$ cat src/inc/misc_ctrl_pkg.sv
// Constants, field positions and state encodings for the sensor miscellaneous control block
package misc_ctrl_pkg;

    // Register offsets on the serial register port
    localparam logic [7:0] ADDR_INIT3 = 8'h1A;
    localparam logic [7:0] ADDR_SPARE = 8'h1B;
    localparam logic [7:0] ADDR_POWER = 8'h1C;
    localparam logic [7:0] ADDR_XDRV = 8'h20;
    localparam logic [7:0] ADDR_YDRV = 8'h21;
    localparam logic [7:0] ADDR_ZDRV = 8'h22;
    localparam logic [7:0] ADDR_RESTART = 8'h24;

    // Reset values
    localparam logic [7:0] REG_RESET = 8'h00;
    localparam logic [2:0] LVL_RESET = 3'h0;

    // Field positions
    localparam int ACTIVE_LVL_LSB = 0;
    localparam int WATCH_LVL_LSB = 4;
    localparam int LVL_W = 3;
    localparam int BIT_FAST = 7;
    localparam int BIT_PUSH_POS = 2;
    localparam int BIT_PUSH_NEG = 3;
    localparam int BIT_Y_ACTIVE = 7;
    localparam int BIT_RESTART = 6;
    localparam int BIT_RELOAD = 7;

    // Power level codes
    localparam logic [2:0] PWR_LOW = 3'h0;
    localparam logic [2:0] PWR_ULTRA = 3'h3;
    localparam logic [2:0] PWR_PRECISE = 3'h4;

    // Operating mode codes that read Y drive bit 7 as zero
    localparam logic [2:0] OP_SLEEP = 3'h0;
    localparam logic [2:0] OP_STANDBY = 3'h1;

    // Fuse array timing
    localparam int CLK_PERIOD_NS = 100;
    localparam int FUSE_SETTLE_NS = 1000;
    localparam int FUSE_SETTLE_CYC = (FUSE_SETTLE_NS + CLK_PERIOD_NS - 1) / CLK_PERIOD_NS;
    localparam int FUSE_WORDS = 32;
    localparam int FUSE_AW = 5;
    localparam int FUSE_DW = 8;

    // Restart sequencer states, Gray along the restart path
    typedef enum logic [1:0] {
        RS_IDLE = 2'h0,
        RS_DEFAULTS = 2'h1,
        RS_FUSE = 2'h3,
        RS_EXPAND = 2'h2
    } restart_state_e;

    // Fuse loader states, Gray along the path
    typedef enum logic [1:0] {
        FS_OFF = 2'h0,
        FS_SETTLE = 2'h1,
        FS_READ = 2'h3,
        FS_DOWN = 2'h2
    } fuse_state_e;

endpackage : misc_ctrl_pkg

$ cat src/inc/fuse_seq_if.sv
// Link between the restart control and the fuse loader
`timescale 1ns/100ps
interface fuse_seq_if #(
    parameter int AW = misc_ctrl_pkg::FUSE_AW,
    parameter int DW = misc_ctrl_pkg::FUSE_DW
);
    logic start;
    logic busy;
    logic done;
    logic pwr;
    logic rd;
    logic [AW-1:0] addr;
    logic [DW-1:0] data;
    logic load_valid;
    logic [AW-1:0] load_addr;
    logic [DW-1:0] load_data;

    modport ctrl (
        output start,
        output data,
        input busy,
        input done,
        input pwr,
        input rd,
        input addr,
        input load_valid,
        input load_addr,
        input load_data
    );

    modport seq (
        input start,
        input data,
        output busy,
        output done,
        output pwr,
        output rd,
        output addr,
        output load_valid,
        output load_addr,
        output load_data
    );
endinterface : fuse_seq_if

$ cat src/verilog/fuse_loader.sv
// Fuse array reload sequencer: power up, settle, read every word, power down
`timescale 1ns/100ps
module fuse_loader #(
    parameter int WORDS = misc_ctrl_pkg::FUSE_WORDS,
    parameter int AW = misc_ctrl_pkg::FUSE_AW,
    parameter int DW = misc_ctrl_pkg::FUSE_DW,
    parameter int SETTLE_CYC = misc_ctrl_pkg::FUSE_SETTLE_CYC
) (
    // Clock and reset
    input wire logic clk_i,
    input wire logic nrst_i,
    // Sequencer link
    fuse_seq_if.seq bus
);

    typedef struct packed {
        misc_ctrl_pkg::fuse_state_e state;
        logic [7:0] cnt;
        logic [AW-1:0] addr;
        logic phase;
        logic pwr;
        logic rd;
        logic busy;
        logic done;
        logic load_valid;
        logic [AW-1:0] load_addr;
        logic [DW-1:0] load_data;
    } loader_s;

    loader_s st_reg;
    loader_s st_next;

    always_comb begin
        st_next = st_reg;
        st_next.rd = 1'b0;
        st_next.done = 1'b0;
        st_next.load_valid = 1'b0;
        case (st_reg.state)
            misc_ctrl_pkg::FS_OFF: begin
                if (bus.start) begin
                    st_next.pwr = 1'b1;
                    st_next.busy = 1'b1;
                    st_next.cnt = '0;
                    st_next.state = misc_ctrl_pkg::FS_SETTLE;
                end
            end
            misc_ctrl_pkg::FS_SETTLE: begin
                if (st_reg.cnt == 8'(SETTLE_CYC - 1)) begin
                    st_next.addr = '0;
                    st_next.phase = 1'b0;
                    st_next.state = misc_ctrl_pkg::FS_READ;
                end else begin
                    st_next.cnt = st_reg.cnt + 8'h01;
                end
            end
            misc_ctrl_pkg::FS_READ: begin
                if (!st_reg.phase) begin
                    st_next.rd = 1'b1;
                    st_next.phase = 1'b1;
                end else begin
                    // Copy one word into the register file
                    st_next.load_valid = 1'b1;
                    st_next.load_addr = st_reg.addr;
                    st_next.load_data = bus.data;
                    st_next.phase = 1'b0;
                    if (st_reg.addr == AW'(WORDS - 1)) begin
                        st_next.state = misc_ctrl_pkg::FS_DOWN;
                    end else begin
                        st_next.addr = st_reg.addr + AW'(1);
                    end
                end
            end
            misc_ctrl_pkg::FS_DOWN: begin
                st_next.pwr = 1'b0;
                st_next.busy = 1'b0;
                st_next.done = 1'b1;
                st_next.state = misc_ctrl_pkg::FS_OFF;
            end
            default: begin
                st_next = '0;
            end
        endcase
    end

    always_ff @(posedge clk_i or negedge nrst_i) begin
        if (!nrst_i) begin
            st_reg <= '0;
        end else begin
            st_reg <= st_next;
        end
    end

    assign bus.busy = st_reg.busy;
    assign bus.done = st_reg.done;
    assign bus.pwr = st_reg.pwr;
    assign bus.rd = st_reg.rd;
    assign bus.addr = st_reg.addr;
    assign bus.load_valid = st_reg.load_valid;
    assign bus.load_addr = st_reg.load_addr;
    assign bus.load_data = st_reg.load_data;

endmodule : fuse_loader

$ cat src/verilog/sensor_misc_control_regs.sv
// Miscellaneous control registers: init, spare, power levels, axis drive tests, restart
//
// Notes on behaviour
// - The spare register reads back the last written byte and steers nothing.
// - Power setting bits 2:0 choose low, ultra-low or precision power for the active modes.
// - Power setting bits 6:4 choose the same levels for the activity-watch mode.
// - The serial fast enable bit always reads zero, so software tracks it itself.
// - X drive bit 2 pushes the element positive and bit 3 negative, both zero at reset.
// - Y drive reads bit 7 set in watch, active and one-shot modes and clear in sleep or standby.
// - Y drive bit 2 pushes the element positive and bit 3 negative, both off at reset.
// - Z drive bit 2 pushes positive and bit 3 negative; software writes the rest as zero.
// - Restart bit 6 defaults registers, reloads fuses, expands offsets and clears itself.
// - Any reset or restart returns the serial port from 3-wire to 4-wire operation.
// - Reload bit 7 powers the fuse array, copies it all, powers it down; software clears it.
// - The busy flag shows fuse reload progress until the copy is finished.
`timescale 1ns/100ps
module sensor_misc_control_regs #(
    parameter int FUSE_WORDS = misc_ctrl_pkg::FUSE_WORDS,
    parameter int FUSE_AW = misc_ctrl_pkg::FUSE_AW,
    parameter int FUSE_SETTLE_CYC = misc_ctrl_pkg::FUSE_SETTLE_CYC
) (
    // Clock and reset
    input wire logic clk_i,
    input wire logic nrst_i,
    // Serial register port
    input wire logic [7:0] reg_addr_i,
    input wire logic [7:0] reg_wdata_i,
    input wire logic reg_wr_i,
    input wire logic reg_rd_i,
    output logic [7:0] reg_rdata_o,
    output logic reg_rvalid_o,
    // Operating mode and serial configuration
    input wire logic [2:0] op_mode_field_i,
    input wire logic three_wire_set_i,
    output logic serial_three_wire_o,
    output logic serial_fast_enable_o,
    // Power levels
    output logic [2:0] active_power_level_o,
    output logic [2:0] watch_power_level_o,
    // Axis drive
    output logic x_push_positive_o,
    output logic x_push_negative_o,
    output logic y_push_positive_o,
    output logic y_push_negative_o,
    output logic z_push_positive_o,
    output logic z_push_negative_o,
    // Restart sequence
    output logic defaults_load_o,
    output logic auto_offset_data_expand_o,
    output logic fuse_busy_o,
    // Fuse array
    output logic fuse_pwr_o,
    output logic fuse_rd_o,
    output logic [FUSE_AW-1:0] fuse_addr_o,
    input wire logic [7:0] fuse_data_i,
    output logic fuse_load_valid_o,
    output logic [FUSE_AW-1:0] fuse_load_addr_o,
    output logic [7:0] fuse_load_data_o
);

    typedef struct packed {
        misc_ctrl_pkg::restart_state_e state;
        logic restart_bit;
        logic reload_bit;
        logic fuse_start;
        logic defaults_pulse;
        logic expand_pulse;
        logic [7:0] init_word_three;
        logic [7:0] spare_storage;
        logic [2:0] active_raw;
        logic [2:0] watch_raw;
        logic [2:0] active_lvl;
        logic [2:0] watch_lvl;
        logic fast_en;
        logic x_pos;
        logic x_neg;
        logic y_pos;
        logic y_neg;
        logic z_pos;
        logic z_neg;
        logic three_wire;
        logic [7:0] rdata;
        logic rvalid;
    } ctrl_s;

    ctrl_s st_reg;
    ctrl_s st_next;

    fuse_seq_if #(.AW(FUSE_AW), .DW(misc_ctrl_pkg::FUSE_DW)) fuse_bus ();

    fuse_loader #(
        .WORDS(FUSE_WORDS),
        .AW(FUSE_AW),
        .DW(misc_ctrl_pkg::FUSE_DW),
        .SETTLE_CYC(FUSE_SETTLE_CYC)
    ) u_fuse_loader (
        .clk_i(clk_i),
        .nrst_i(nrst_i),
        .bus(fuse_bus.seq)
    );

    assign fuse_bus.start = st_reg.fuse_start;
    assign fuse_bus.data = fuse_data_i;

    // Reserved codes fall back to low power
    function automatic logic [2:0] level_decode(input logic [2:0] code);
        logic [2:0] lvl;
        case (code)
            misc_ctrl_pkg::PWR_ULTRA: lvl = misc_ctrl_pkg::PWR_ULTRA;
            misc_ctrl_pkg::PWR_PRECISE: lvl = misc_ctrl_pkg::PWR_PRECISE;
            default: lvl = misc_ctrl_pkg::PWR_LOW;
        endcase
        return lvl;
    endfunction : level_decode

    logic mode_active;
    logic seq_idle;
    logic [7:0] rd_word;

    assign mode_active = (op_mode_field_i != misc_ctrl_pkg::OP_SLEEP)
                         && (op_mode_field_i != misc_ctrl_pkg::OP_STANDBY);
    assign seq_idle = (st_reg.state == misc_ctrl_pkg::RS_IDLE);

    // Read multiplexer
    always_comb begin
        rd_word = misc_ctrl_pkg::REG_RESET;
        case (reg_addr_i)
            misc_ctrl_pkg::ADDR_INIT3: begin
                rd_word = st_reg.init_word_three;
            end
            misc_ctrl_pkg::ADDR_SPARE: begin
                rd_word = st_reg.spare_storage;
            end
            misc_ctrl_pkg::ADDR_POWER: begin
                rd_word[misc_ctrl_pkg::ACTIVE_LVL_LSB +: misc_ctrl_pkg::LVL_W] = st_reg.active_raw;
                rd_word[misc_ctrl_pkg::WATCH_LVL_LSB +: misc_ctrl_pkg::LVL_W] = st_reg.watch_raw;
                rd_word[misc_ctrl_pkg::BIT_FAST] = 1'b0;
            end
            misc_ctrl_pkg::ADDR_YDRV: begin
                rd_word[misc_ctrl_pkg::BIT_Y_ACTIVE] = mode_active;
                rd_word[misc_ctrl_pkg::BIT_PUSH_POS] = st_reg.y_pos;
                rd_word[misc_ctrl_pkg::BIT_PUSH_NEG] = st_reg.y_neg;
            end
            misc_ctrl_pkg::ADDR_ZDRV: begin
                rd_word[misc_ctrl_pkg::BIT_PUSH_POS] = st_reg.z_pos;
                rd_word[misc_ctrl_pkg::BIT_PUSH_NEG] = st_reg.z_neg;
            end
            misc_ctrl_pkg::ADDR_RESTART: begin
                rd_word[misc_ctrl_pkg::BIT_RESTART] = st_reg.restart_bit;
                rd_word[misc_ctrl_pkg::BIT_RELOAD] = st_reg.reload_bit;
            end
            default: begin
                rd_word = misc_ctrl_pkg::REG_RESET;
            end
        endcase
    end

    always_comb begin
        st_next = st_reg;
        st_next.fuse_start = 1'b0;
        st_next.defaults_pulse = 1'b0;
        st_next.expand_pulse = 1'b0;
        st_next.rvalid = reg_rd_i;
        if (reg_rd_i) begin
            st_next.rdata = rd_word;
        end

        // Serial port width request from the port configuration
        if (three_wire_set_i) begin
            st_next.three_wire = 1'b1;
        end

        // Register writes, ignored while defaults are being restored
        if (reg_wr_i && (st_reg.state != misc_ctrl_pkg::RS_DEFAULTS)) begin
            case (reg_addr_i)
                misc_ctrl_pkg::ADDR_INIT3: begin
                    st_next.init_word_three = reg_wdata_i;
                end
                misc_ctrl_pkg::ADDR_SPARE: begin
                    st_next.spare_storage = reg_wdata_i;
                end
                misc_ctrl_pkg::ADDR_POWER: begin
                    st_next.active_raw =
                        reg_wdata_i[misc_ctrl_pkg::ACTIVE_LVL_LSB +: misc_ctrl_pkg::LVL_W];
                    st_next.watch_raw =
                        reg_wdata_i[misc_ctrl_pkg::WATCH_LVL_LSB +: misc_ctrl_pkg::LVL_W];
                    st_next.active_lvl = level_decode(
                        reg_wdata_i[misc_ctrl_pkg::ACTIVE_LVL_LSB +: misc_ctrl_pkg::LVL_W]);
                    st_next.watch_lvl = level_decode(
                        reg_wdata_i[misc_ctrl_pkg::WATCH_LVL_LSB +: misc_ctrl_pkg::LVL_W]);
                    st_next.fast_en = reg_wdata_i[misc_ctrl_pkg::BIT_FAST];
                end
                misc_ctrl_pkg::ADDR_XDRV: begin
                    st_next.x_pos = reg_wdata_i[misc_ctrl_pkg::BIT_PUSH_POS];
                    st_next.x_neg = reg_wdata_i[misc_ctrl_pkg::BIT_PUSH_NEG];
                end
                misc_ctrl_pkg::ADDR_YDRV: begin
                    st_next.y_pos = reg_wdata_i[misc_ctrl_pkg::BIT_PUSH_POS];
                    st_next.y_neg = reg_wdata_i[misc_ctrl_pkg::BIT_PUSH_NEG];
                end
                misc_ctrl_pkg::ADDR_ZDRV: begin
                    st_next.z_pos = reg_wdata_i[misc_ctrl_pkg::BIT_PUSH_POS];
                    st_next.z_neg = reg_wdata_i[misc_ctrl_pkg::BIT_PUSH_NEG];
                end
                misc_ctrl_pkg::ADDR_RESTART: begin
                    st_next.reload_bit = reg_wdata_i[misc_ctrl_pkg::BIT_RELOAD];
                    if (seq_idle && reg_wdata_i[misc_ctrl_pkg::BIT_RESTART]) begin
                        st_next.restart_bit = 1'b1;
                        st_next.state = misc_ctrl_pkg::RS_DEFAULTS;
                    end else if (seq_idle && !fuse_bus.busy
                                 && reg_wdata_i[misc_ctrl_pkg::BIT_RELOAD]
                                 && !st_reg.reload_bit) begin
                        st_next.fuse_start = 1'b1;
                        st_next.state = misc_ctrl_pkg::RS_FUSE;
                    end
                end
                default: begin
                end
            endcase
        end

        // Restart and reload sequencing
        case (st_reg.state)
            misc_ctrl_pkg::RS_IDLE: begin
            end
            misc_ctrl_pkg::RS_DEFAULTS: begin
                st_next.init_word_three = misc_ctrl_pkg::REG_RESET;
                st_next.spare_storage = misc_ctrl_pkg::REG_RESET;
                st_next.active_raw = misc_ctrl_pkg::LVL_RESET;
                st_next.watch_raw = misc_ctrl_pkg::LVL_RESET;
                st_next.active_lvl = misc_ctrl_pkg::PWR_LOW;
                st_next.watch_lvl = misc_ctrl_pkg::PWR_LOW;
                st_next.fast_en = 1'b0;
                st_next.x_pos = 1'b0;
                st_next.x_neg = 1'b0;
                st_next.y_pos = 1'b0;
                st_next.y_neg = 1'b0;
                st_next.z_pos = 1'b0;
                st_next.z_neg = 1'b0;
                st_next.reload_bit = 1'b0;
                st_next.three_wire = 1'b0;
                st_next.defaults_pulse = 1'b1;
                if (!fuse_bus.busy) begin
                    st_next.fuse_start = 1'b1;
                    st_next.state = misc_ctrl_pkg::RS_FUSE;
                end
            end
            misc_ctrl_pkg::RS_FUSE: begin
                if (fuse_bus.done) begin
                    st_next.state = st_reg.restart_bit ? misc_ctrl_pkg::RS_EXPAND
                                                       : misc_ctrl_pkg::RS_IDLE;
                end
            end
            misc_ctrl_pkg::RS_EXPAND: begin
                st_next.expand_pulse = 1'b1;
                st_next.restart_bit = 1'b0;
                st_next.state = misc_ctrl_pkg::RS_IDLE;
            end
            default: begin
                st_next.state = misc_ctrl_pkg::RS_IDLE;
            end
        endcase
    end

    // Power-on reset leaves the port in 4-wire mode
    always_ff @(posedge clk_i or negedge nrst_i) begin
        if (!nrst_i) begin
            st_reg <= '0;
        end else begin
            st_reg <= st_next;
        end
    end

    assign reg_rdata_o = st_reg.rdata;
    assign reg_rvalid_o = st_reg.rvalid;
    assign serial_three_wire_o = st_reg.three_wire;
    assign serial_fast_enable_o = st_reg.fast_en;
    assign active_power_level_o = st_reg.active_lvl;
    assign watch_power_level_o = st_reg.watch_lvl;
    assign x_push_positive_o = st_reg.x_pos;
    assign x_push_negative_o = st_reg.x_neg;
    assign y_push_positive_o = st_reg.y_pos;
    assign y_push_negative_o = st_reg.y_neg;
    assign z_push_positive_o = st_reg.z_pos;
    assign z_push_negative_o = st_reg.z_neg;
    assign defaults_load_o = st_reg.defaults_pulse;
    assign auto_offset_data_expand_o = st_reg.expand_pulse;
    assign fuse_busy_o = fuse_bus.busy;
    assign fuse_pwr_o = fuse_bus.pwr;
    assign fuse_rd_o = fuse_bus.rd;
    assign fuse_addr_o = fuse_bus.addr;
    assign fuse_load_valid_o = fuse_bus.load_valid;
    assign fuse_load_addr_o = fuse_bus.load_addr;
    assign fuse_load_data_o = fuse_bus.load_data;

endmodule : sensor_misc_control_regs

$ cat config.mk
export PLATFORM = sky130hd
export DESIGN_NAME = sensor_misc_control_regs
export DESIGN_NICKNAME = d
export VERILOG_FILES = /design/src/inc/misc_ctrl_pkg.sv /design/src/inc/fuse_seq_if.sv /design/src/verilog/fuse_loader.sv /design/src/verilog/sensor_misc_control_regs.sv
export SDC_FILE = /design/constraint.sdc
export NUM_CORES = 1
export LEC_CHECK = 0
export BUFFER_PORTS_ARGS = -buffer_cell sky130_fd_sc_hd__buf_4
export CORE_MARGIN = 2
export CORE_UTILIZATION = 59
export DETAILED_ROUTE_END_ITERATION = 16
export GPL_TIMING_DRIVEN = 0
export HOLD_SLACK_MARGIN = 0.02
export PLACE_DENSITY = 0.89
export SYNTH_ARGS = -nofsm -noshare
export SYNTH_HDL_FRONTEND = slang
export SYNTH_SLANG_ARGS = --single-unit
export TNS_END_PERCENT = 100
$ cat constraint.sdc
create_clock -name clk_i -period 3.15 [get_ports clk_i]
set_input_delay 0 -clock clk_i [delete_from_list [all_inputs] [get_ports clk_i]]
set_output_delay 0 -clock clk_i [all_outputs]
set_load 0.02 [all_outputs]
==> run summary, run 1 <==
Seq pwr share: 0.496
top_reg_cell synth: dfrtp_1
DP Wirelength: 6.47 mm
reg-to-reg endpoint: u_fuse_loader.bus.addr[3]
drt wl/cell: 16.5 um
Worst Skew: 0.0141 ns
main combinational cell family by area after synthesis: simple AND/OR/NAND/NOR gates
Min Clock Period, post-route: 2.00 ns
Remaining DRCs: 0
Port Buffers: 76
Skew-Pair Late Insertion Delay: 0.35 ns
GRT Residual Overflow: 0
Tightest Pin Transition: 1.01 ns
sw power: 0.000522 W
critical path class: register to register
Peak VDD IR: 0.300 mV
Largest register FFs: 26
syn_area_per_cell: 10.3 um^2
share of cells above drive strength 1: 0.293
Slew Viols, Final: 0
achievable clock frequency: 499 MHz
Final GP Congestion: 0.883
Seq/Total Area, Yosys: 0.512
Worst R2R Start: u_fuse_loader.bus.addr[0]
adder-cell share of the synthesized area: 0.0123
Async S/R FF share, synth: 1.00
Post-synth EDFFs: 0
Post-Synth XOR/XNOR Area: 0.00864
Compound-Gate Fraction of Synth Area: 0.0923
Mapped Nets: 428
CTS Buf Count: 9
overall routing resource usage: 0.265
Worst path max stage delay: 0.44 ns
IO Count: 79
Pint: 0.00172 W
# hold bufs at CTS: 21
die height: 86.9 um
largest net degree at the start of global routing: 84
setup TNS: 0 ns
Critical Path End Type: register
final wirelength: 9.63 mm
worst reg-to-reg path cell count: 7
P per Cell Area: 434 mW/mm^2
DR vias/cell: 5.82
Initial Util: 0.603
area of the multi-input gates: 0.00161 mm^2
CTS Sinks: 83
Die Area: 0.00755 mm^2
clock share of power: 0.410
Final setup viols: 0
vias in the first global route: 3298
post-CTS setup buffers: 0
nets@finish: 536
max-cap viol count: 0
iteration count of the initial detailed-routing pass: 5
Comb pwr share: 0.094
Yosys top cell by area: dfrtp_1
largest cells by area after synthesis: dfrtp_1 (51%), buf_4 (6.3%), mux2i_1 (4.9%), mux2_2 (4.4%), o21ai_0 (3.3%)
clock buffer depth: 2
initial antenna violation count: 0
critical path fanouts, max: 6
commonest non-fill, non-tap cell in the layout: buf_4
Vias: 3406
antenna-violating nets left: 0
data arrival time of the critical path: 2.25 ns
commonest non-fill, non-tap cells in the layout: buf_4 (110), dfrtp_1 (83), nand2_1 (34)
first-pass GRT wire length: 15.5 mm
startpoint types: register
CTS clk-pin slew, worst paths: 0.09 ns
Max stage delay cell, worst path: dfrtp_1
Layout fillers: 399
Site Rows: 30
# resized after CTS: 0
WP data required: 3.40 ns
Area Overhead vs Synth: 27.7%
status: finished clean
final hold violations: 0
CTS HTree Levels: 3
Post-Synth Simple-Gate Area: 0.191
Slew Limit Headroom: 0.326
unrepaired setup endpoints after global routing: no
Mapped Cells: 392
Sw Ratio: 0.232
placed cell areas: 0.00472 mm^2
CP Launch Point: u_fuse_loader.bus.addr[0]
crit path cell chain: ha_1, and3_1, ha_1, nor2b_1, nand4_1, mux2_2, a22o_1
CP most frequent cell: ha_1
P_leak: 2.57 nW
Ant. Diodes: 0
clock root cell: clkbuf_8
setup slack, reg-to-reg: 1.15 ns
mapped cell area: 0.00405 mm^2
Yosys top cell area share: 0.512
number of distinct library cells after synthesis: 48
die width: 86.9 um
CP endpoint: u_fuse_loader.bus.addr[3]
Yosys Warn Count: 0
drt first-iter violations: 283
area occupied by registers: 0.00208 mm^2
final instance area: 0.00517 mm^2
Yosys reg bits: 83
mux share of post-synthesis cell area: 0.0938
Hold/Removal Path Class: primary input to register
fin crit share: 0.636
core area: 0.00672 mm^2
CTS tree: built
[Yosys cell counts, drive strengths merged, types with 2 or more instances]
library cell,count
a21oi,11
a22o,5
a31oi,3
and3,2
and3b,4
buf,37
clkbuf,12
dfrtp,83
ha,4
inv,12
mux2,16
mux2i,20
nand2,34
nand2b,3
nand3,26
nand3b,4
nand4,10
nor2,31
nor2b,8
nor3,4
nor3b,4
o21ai,27
o221ai,2
o22ai,4
o2bb2ai,2
or4,2
or4b,4
xor2,4
[per-stage QoR]
| step | power, W | util | worst slack [ns] | cells | hold slack (ns) |
|---|---|---|---|---|---|
| final | 0.00225 | 0.770 | 1.15 | 585 | 0.0308 |
| after global placement | 0.00131 | 0.703 | 1.21 | 548 | 0.153 |
| after floorplan | 0.00122 | - | 1.33 | 392 | -0.296 |
| after global routing | 0.00232 | 0.770 | 1.00 | 585 | 0.0585 |
| after CTS | 0.00225 | 0.770 | 1.14 | 585 | 0.0268 |
| after detailed placement | 0.00132 | 0.703 | 1.16 | 548 | 0.156 |
[power groups by stage]
stage          clock network [W]  registers (W)  logic (W)
2_1_floorplan                  0        0.00113  0.0000834
3_3_place_gp                   0        0.00113   0.000179
3_5_place_dp                   0        0.00113   0.000186
4_1_cts                 0.000929        0.00111   0.000210
5_1_grt                 0.000971        0.00112   0.000229
6_report                0.000921        0.00111   0.000211
[area by class of cell]
| type | instances | share of cell area |
|---|---|---|
| sequential | 83 | 0.401 |
| multi-input combinational | 247 | 0.312 |
| timing repair buffer | 97 | 0.151 |
| buffer | 49 | 0.0607 |
| clock buffer | 10 | 0.0247 |
| clock inverter | 6 | 0.0218 |
| tap | 80 | 0.0193 |
| inverter | 13 | 0.00943 |
[logic make-up after synthesis]
logic type,count (synthesis)
buffers and inverters,62
AO/OA/AOI/OAI,61
flip-flops,83
AND/OR/NAND/NOR,142
XOR/XNOR,4
multiplexers,36
adder cells (fa/ha/maj),4
[layer usage]
metal	routed length, um	share of wire	GRT usage	vias to the layer above
li1	-	-	-	1567
met3	690	0.072	0.0531	39
met4	316	0.033	0.122	0
met5	0	0	0	-
met2	4920	0.51	0.442	164
met1	3700	0.38	0.333	1636
[worst min-delay path by stage]
| stage | from | end | cells after the start |
|---|---|---|---|
| 6_report | reg_addr_i[4] | reg_rdata_o[2] | 4 |
| 5_1_grt | reg_addr_i[4] | reg_rdata_o[2] | 4 |
| 4_1_cts | reg_addr_i[4] | reg_rdata_o[2] | 4 |
| 3_5_place_dp | reg_rd_i | reg_rvalid_o | 1 |
| 3_3_place_gp | reg_rd_i | reg_rvalid_o | 1 |
| 2_1_floorplan | nrst_i | active_power_level_o[1] | 0 |
[worst max-delay path: cells and delay by family, from the launching register on]
family | cells | cell delay (ns)
adders and majority gates | 2 | 0.45
AOI/OAI and AO/OA | 1 | 0.17
DFF | 1 | 0.44
and+or+nand+nor | 3 | 0.54
muxes | 1 | 0.29
Note: power is estimated with default switching activity, not from simulation.
==> inputs of run 2 (changes only) <==
- CORE_UTILIZATION: 59 -> 55
- PLACE_DENSITY: 0.89 -> 0.85
- clock period: 3.15 -> 2.05 ns (I/O delays scaled with it)
==> run 2 against run 1 <==
Compared with the run above:
- first-iteration DRC count rose by 20%
- core utilization fell by 5.3 points
- worst setup slack lost 1.0 ns
- sequential share of layout area grew 0.26 points
- highest routed layer unchanged
- largest power group unchanged
- non-clock buffer count grew 1
- die area is 6.9% higher
- global-route usage is 1.8 points lower
- critical endpoint is now fuse_bus.start
==> run summary, run 2 (synthesis results as in run 1) <==
Final setup viols: 0
Max stage delay cell, worst path: dlygate4sd3_1
P_leak: 2.55 nW
startpoint types: primary input
Slew Viols, Final: 0
DR vias/cell: 5.56
final wirelength: 9.36 mm
commonest non-fill, non-tap cell in the layout: buf_4
Remaining DRCs: 0
WHS: 0.0345 ns
critical path class: primary input to register
die height: 89.9 um
Hold/Removal Path Class: primary input to register
CTS Sinks: 83
crit path cell chain: dlygate4sd3_1, buf_4, nor3b_2, nand4_1, or4_1, o21ai_0
Worst Skew: 0.0146 ns
area occupied by registers: 0.00208 mm^2
area of the multi-input gates: 0.00162 mm^2
GRT Residual Overflow: 0
CTS clk-pin slew, worst paths: 0.09 ns
CTS Buf Count: 9
max-cap viol count: 0
clock root cell: clkbuf_8
setup TNS: 0 ns
Largest register FFs: 26
status: finished clean
Site Rows: 31
fin crit share: 0.950
Skew-Pair Late Insertion Delay: 0.34 ns
antenna-violating nets left: 0
DP Wirelength: 6.53 mm
nets@finish: 537
Tightest Pin Transition: 1.01 ns
Ant. Diodes: 0
first-pass GRT wire length: 16.1 mm
Peak VDD IR: 0.370 mV
share of cells above drive strength 1: 0.292
critical path fanouts, max: 8
post-CTS setup buffers: 0
vias in the first global route: 3354
core area: 0.00718 mm^2
Initial Util: 0.565
Critical Path End Type: register
final hold violations: 0
largest net degree at the start of global routing: 84
P per Cell Area: 598 mW/mm^2
initial antenna violation count: 0
clock buffer depth: 2
iteration count of the initial detailed-routing pass: 6
CP bufs+invs: 2
Min Clock Period, post-route: 1.95 ns
die width: 89.9 um
pre-CTS setup slack: 0.0899 ns
cell family with most CP delay: simple AND/OR/NAND/NOR gates
unrepaired setup endpoints after global routing: no
WP data required: 2.29 ns
data arrival time of the critical path: 2.19 ns
Setup WS post-layout: 0.103 ns
Slew Limit Headroom: 0.328
commonest non-fill, non-tap cells in the layout: buf_4 (110), dfrtp_1 (82), nand2_1 (34)
drt wl/cell: 15.5 um
Vias: 3365
IO Count: 79
Area Overhead vs Synth: 26.9%
Worst path max stage delay: 0.58 ns
drt first-iter violations: 339
Final GP Congestion: 0.870
CTS HTree Levels: 3
Port Buffers: 76
overall routing resource usage: 0.247
Layout fillers: 537
CTS tree: built
achievable clock frequency: 514 MHz
Die Area: 0.00807 mm^2
Tot Pwr: 0.00307 W
run 2: cell types whose count changed in the layout (fill, tap and decap cells not counted), sizes merged:
| cell | before | now |
|---|---|---|
| clkbuf | 22 | 26 |
| inv | 13 | 12 |
| bufinv | 3 | 0 |
| dlygate4sd3 | 21 | 22 |
run 2: area by class of cell:
class	instances	area share
Multi-Input combinational cell	247	0.314
Clock inverter	2	0.00195
Timing Repair Buffer	98	0.154
Inverter	13	0.00948
Clock buffer	14	0.0316
Sequential cell	83	0.404
Tap cell	99	0.0241
Buffer	49	0.0610
run 2: worst min-delay path, delay by kind of cell:
kind	cells	cell delay, ns
AND/OR/NAND/NOR	2	0.16
buffers and inverters	1	0.10
AO/OA/AOI/OAI	1	0.08
run 2: layer usage:
metal,wire length [um],share of wire,up-vias,GRT usage
met5,0,0,-,0
met4,222,0.024,0,0.0962
met3,564,0.060,25,0.0402
met2,4750,0.51,148,0.417
met1,3820,0.41,1630,0.322
li1,-,-,1562,-
run 2: report_power, final:
group          switching, W  internal, W
sequential        0.0000286      0.00168
clock              0.000538     0.000505
combinational      0.000167     0.000154
total              0.000733      0.00234
run 2: path summary, 6_finish.rpt:
check | from | slack, ns | cells past startpoint | endpoint
hold / removal | reg_addr_i[3] | 0.03 | 4 | reg_rdata_o[2]
max in group asynchronous | nrst_i | 1.00 | 2 | u_fuse_loader.bus.addr[0]
hold reg to reg | u_fuse_loader.st_reg[31] | 0.49 | 1 | u_fuse_loader.st_reg[31]
min in group asynchronous | nrst_i | 0.38 | 2 | u_fuse_loader.st_reg[24]
setup / recovery | reg_addr_i[4] | 0.10 | 6 | fuse_bus.start
setup reg to reg | u_fuse_loader.bus.addr[0] | 0.12 | 7 | u_fuse_loader.bus.addr[3]
run 2: stage by stage:
stage | util | instance area (um^2) | cells
floorplan | - | 4050 | 392
global placement | 0.662 | 4750 | 567
detailed placement | 0.662 | 4750 | 567
CTS | 0.716 | 5140 | 605
global route | 0.717 | 5140 | 605
finish | 0.717 | 5140 | 605
run 2: what timing repair did:
item                                    4_1_cts  5_1_grt
hold endpoints to repair                    124        0
hold buffers                                 22        0
endpoints found under the setup margin        0        2
gates resized for setup                       0        2
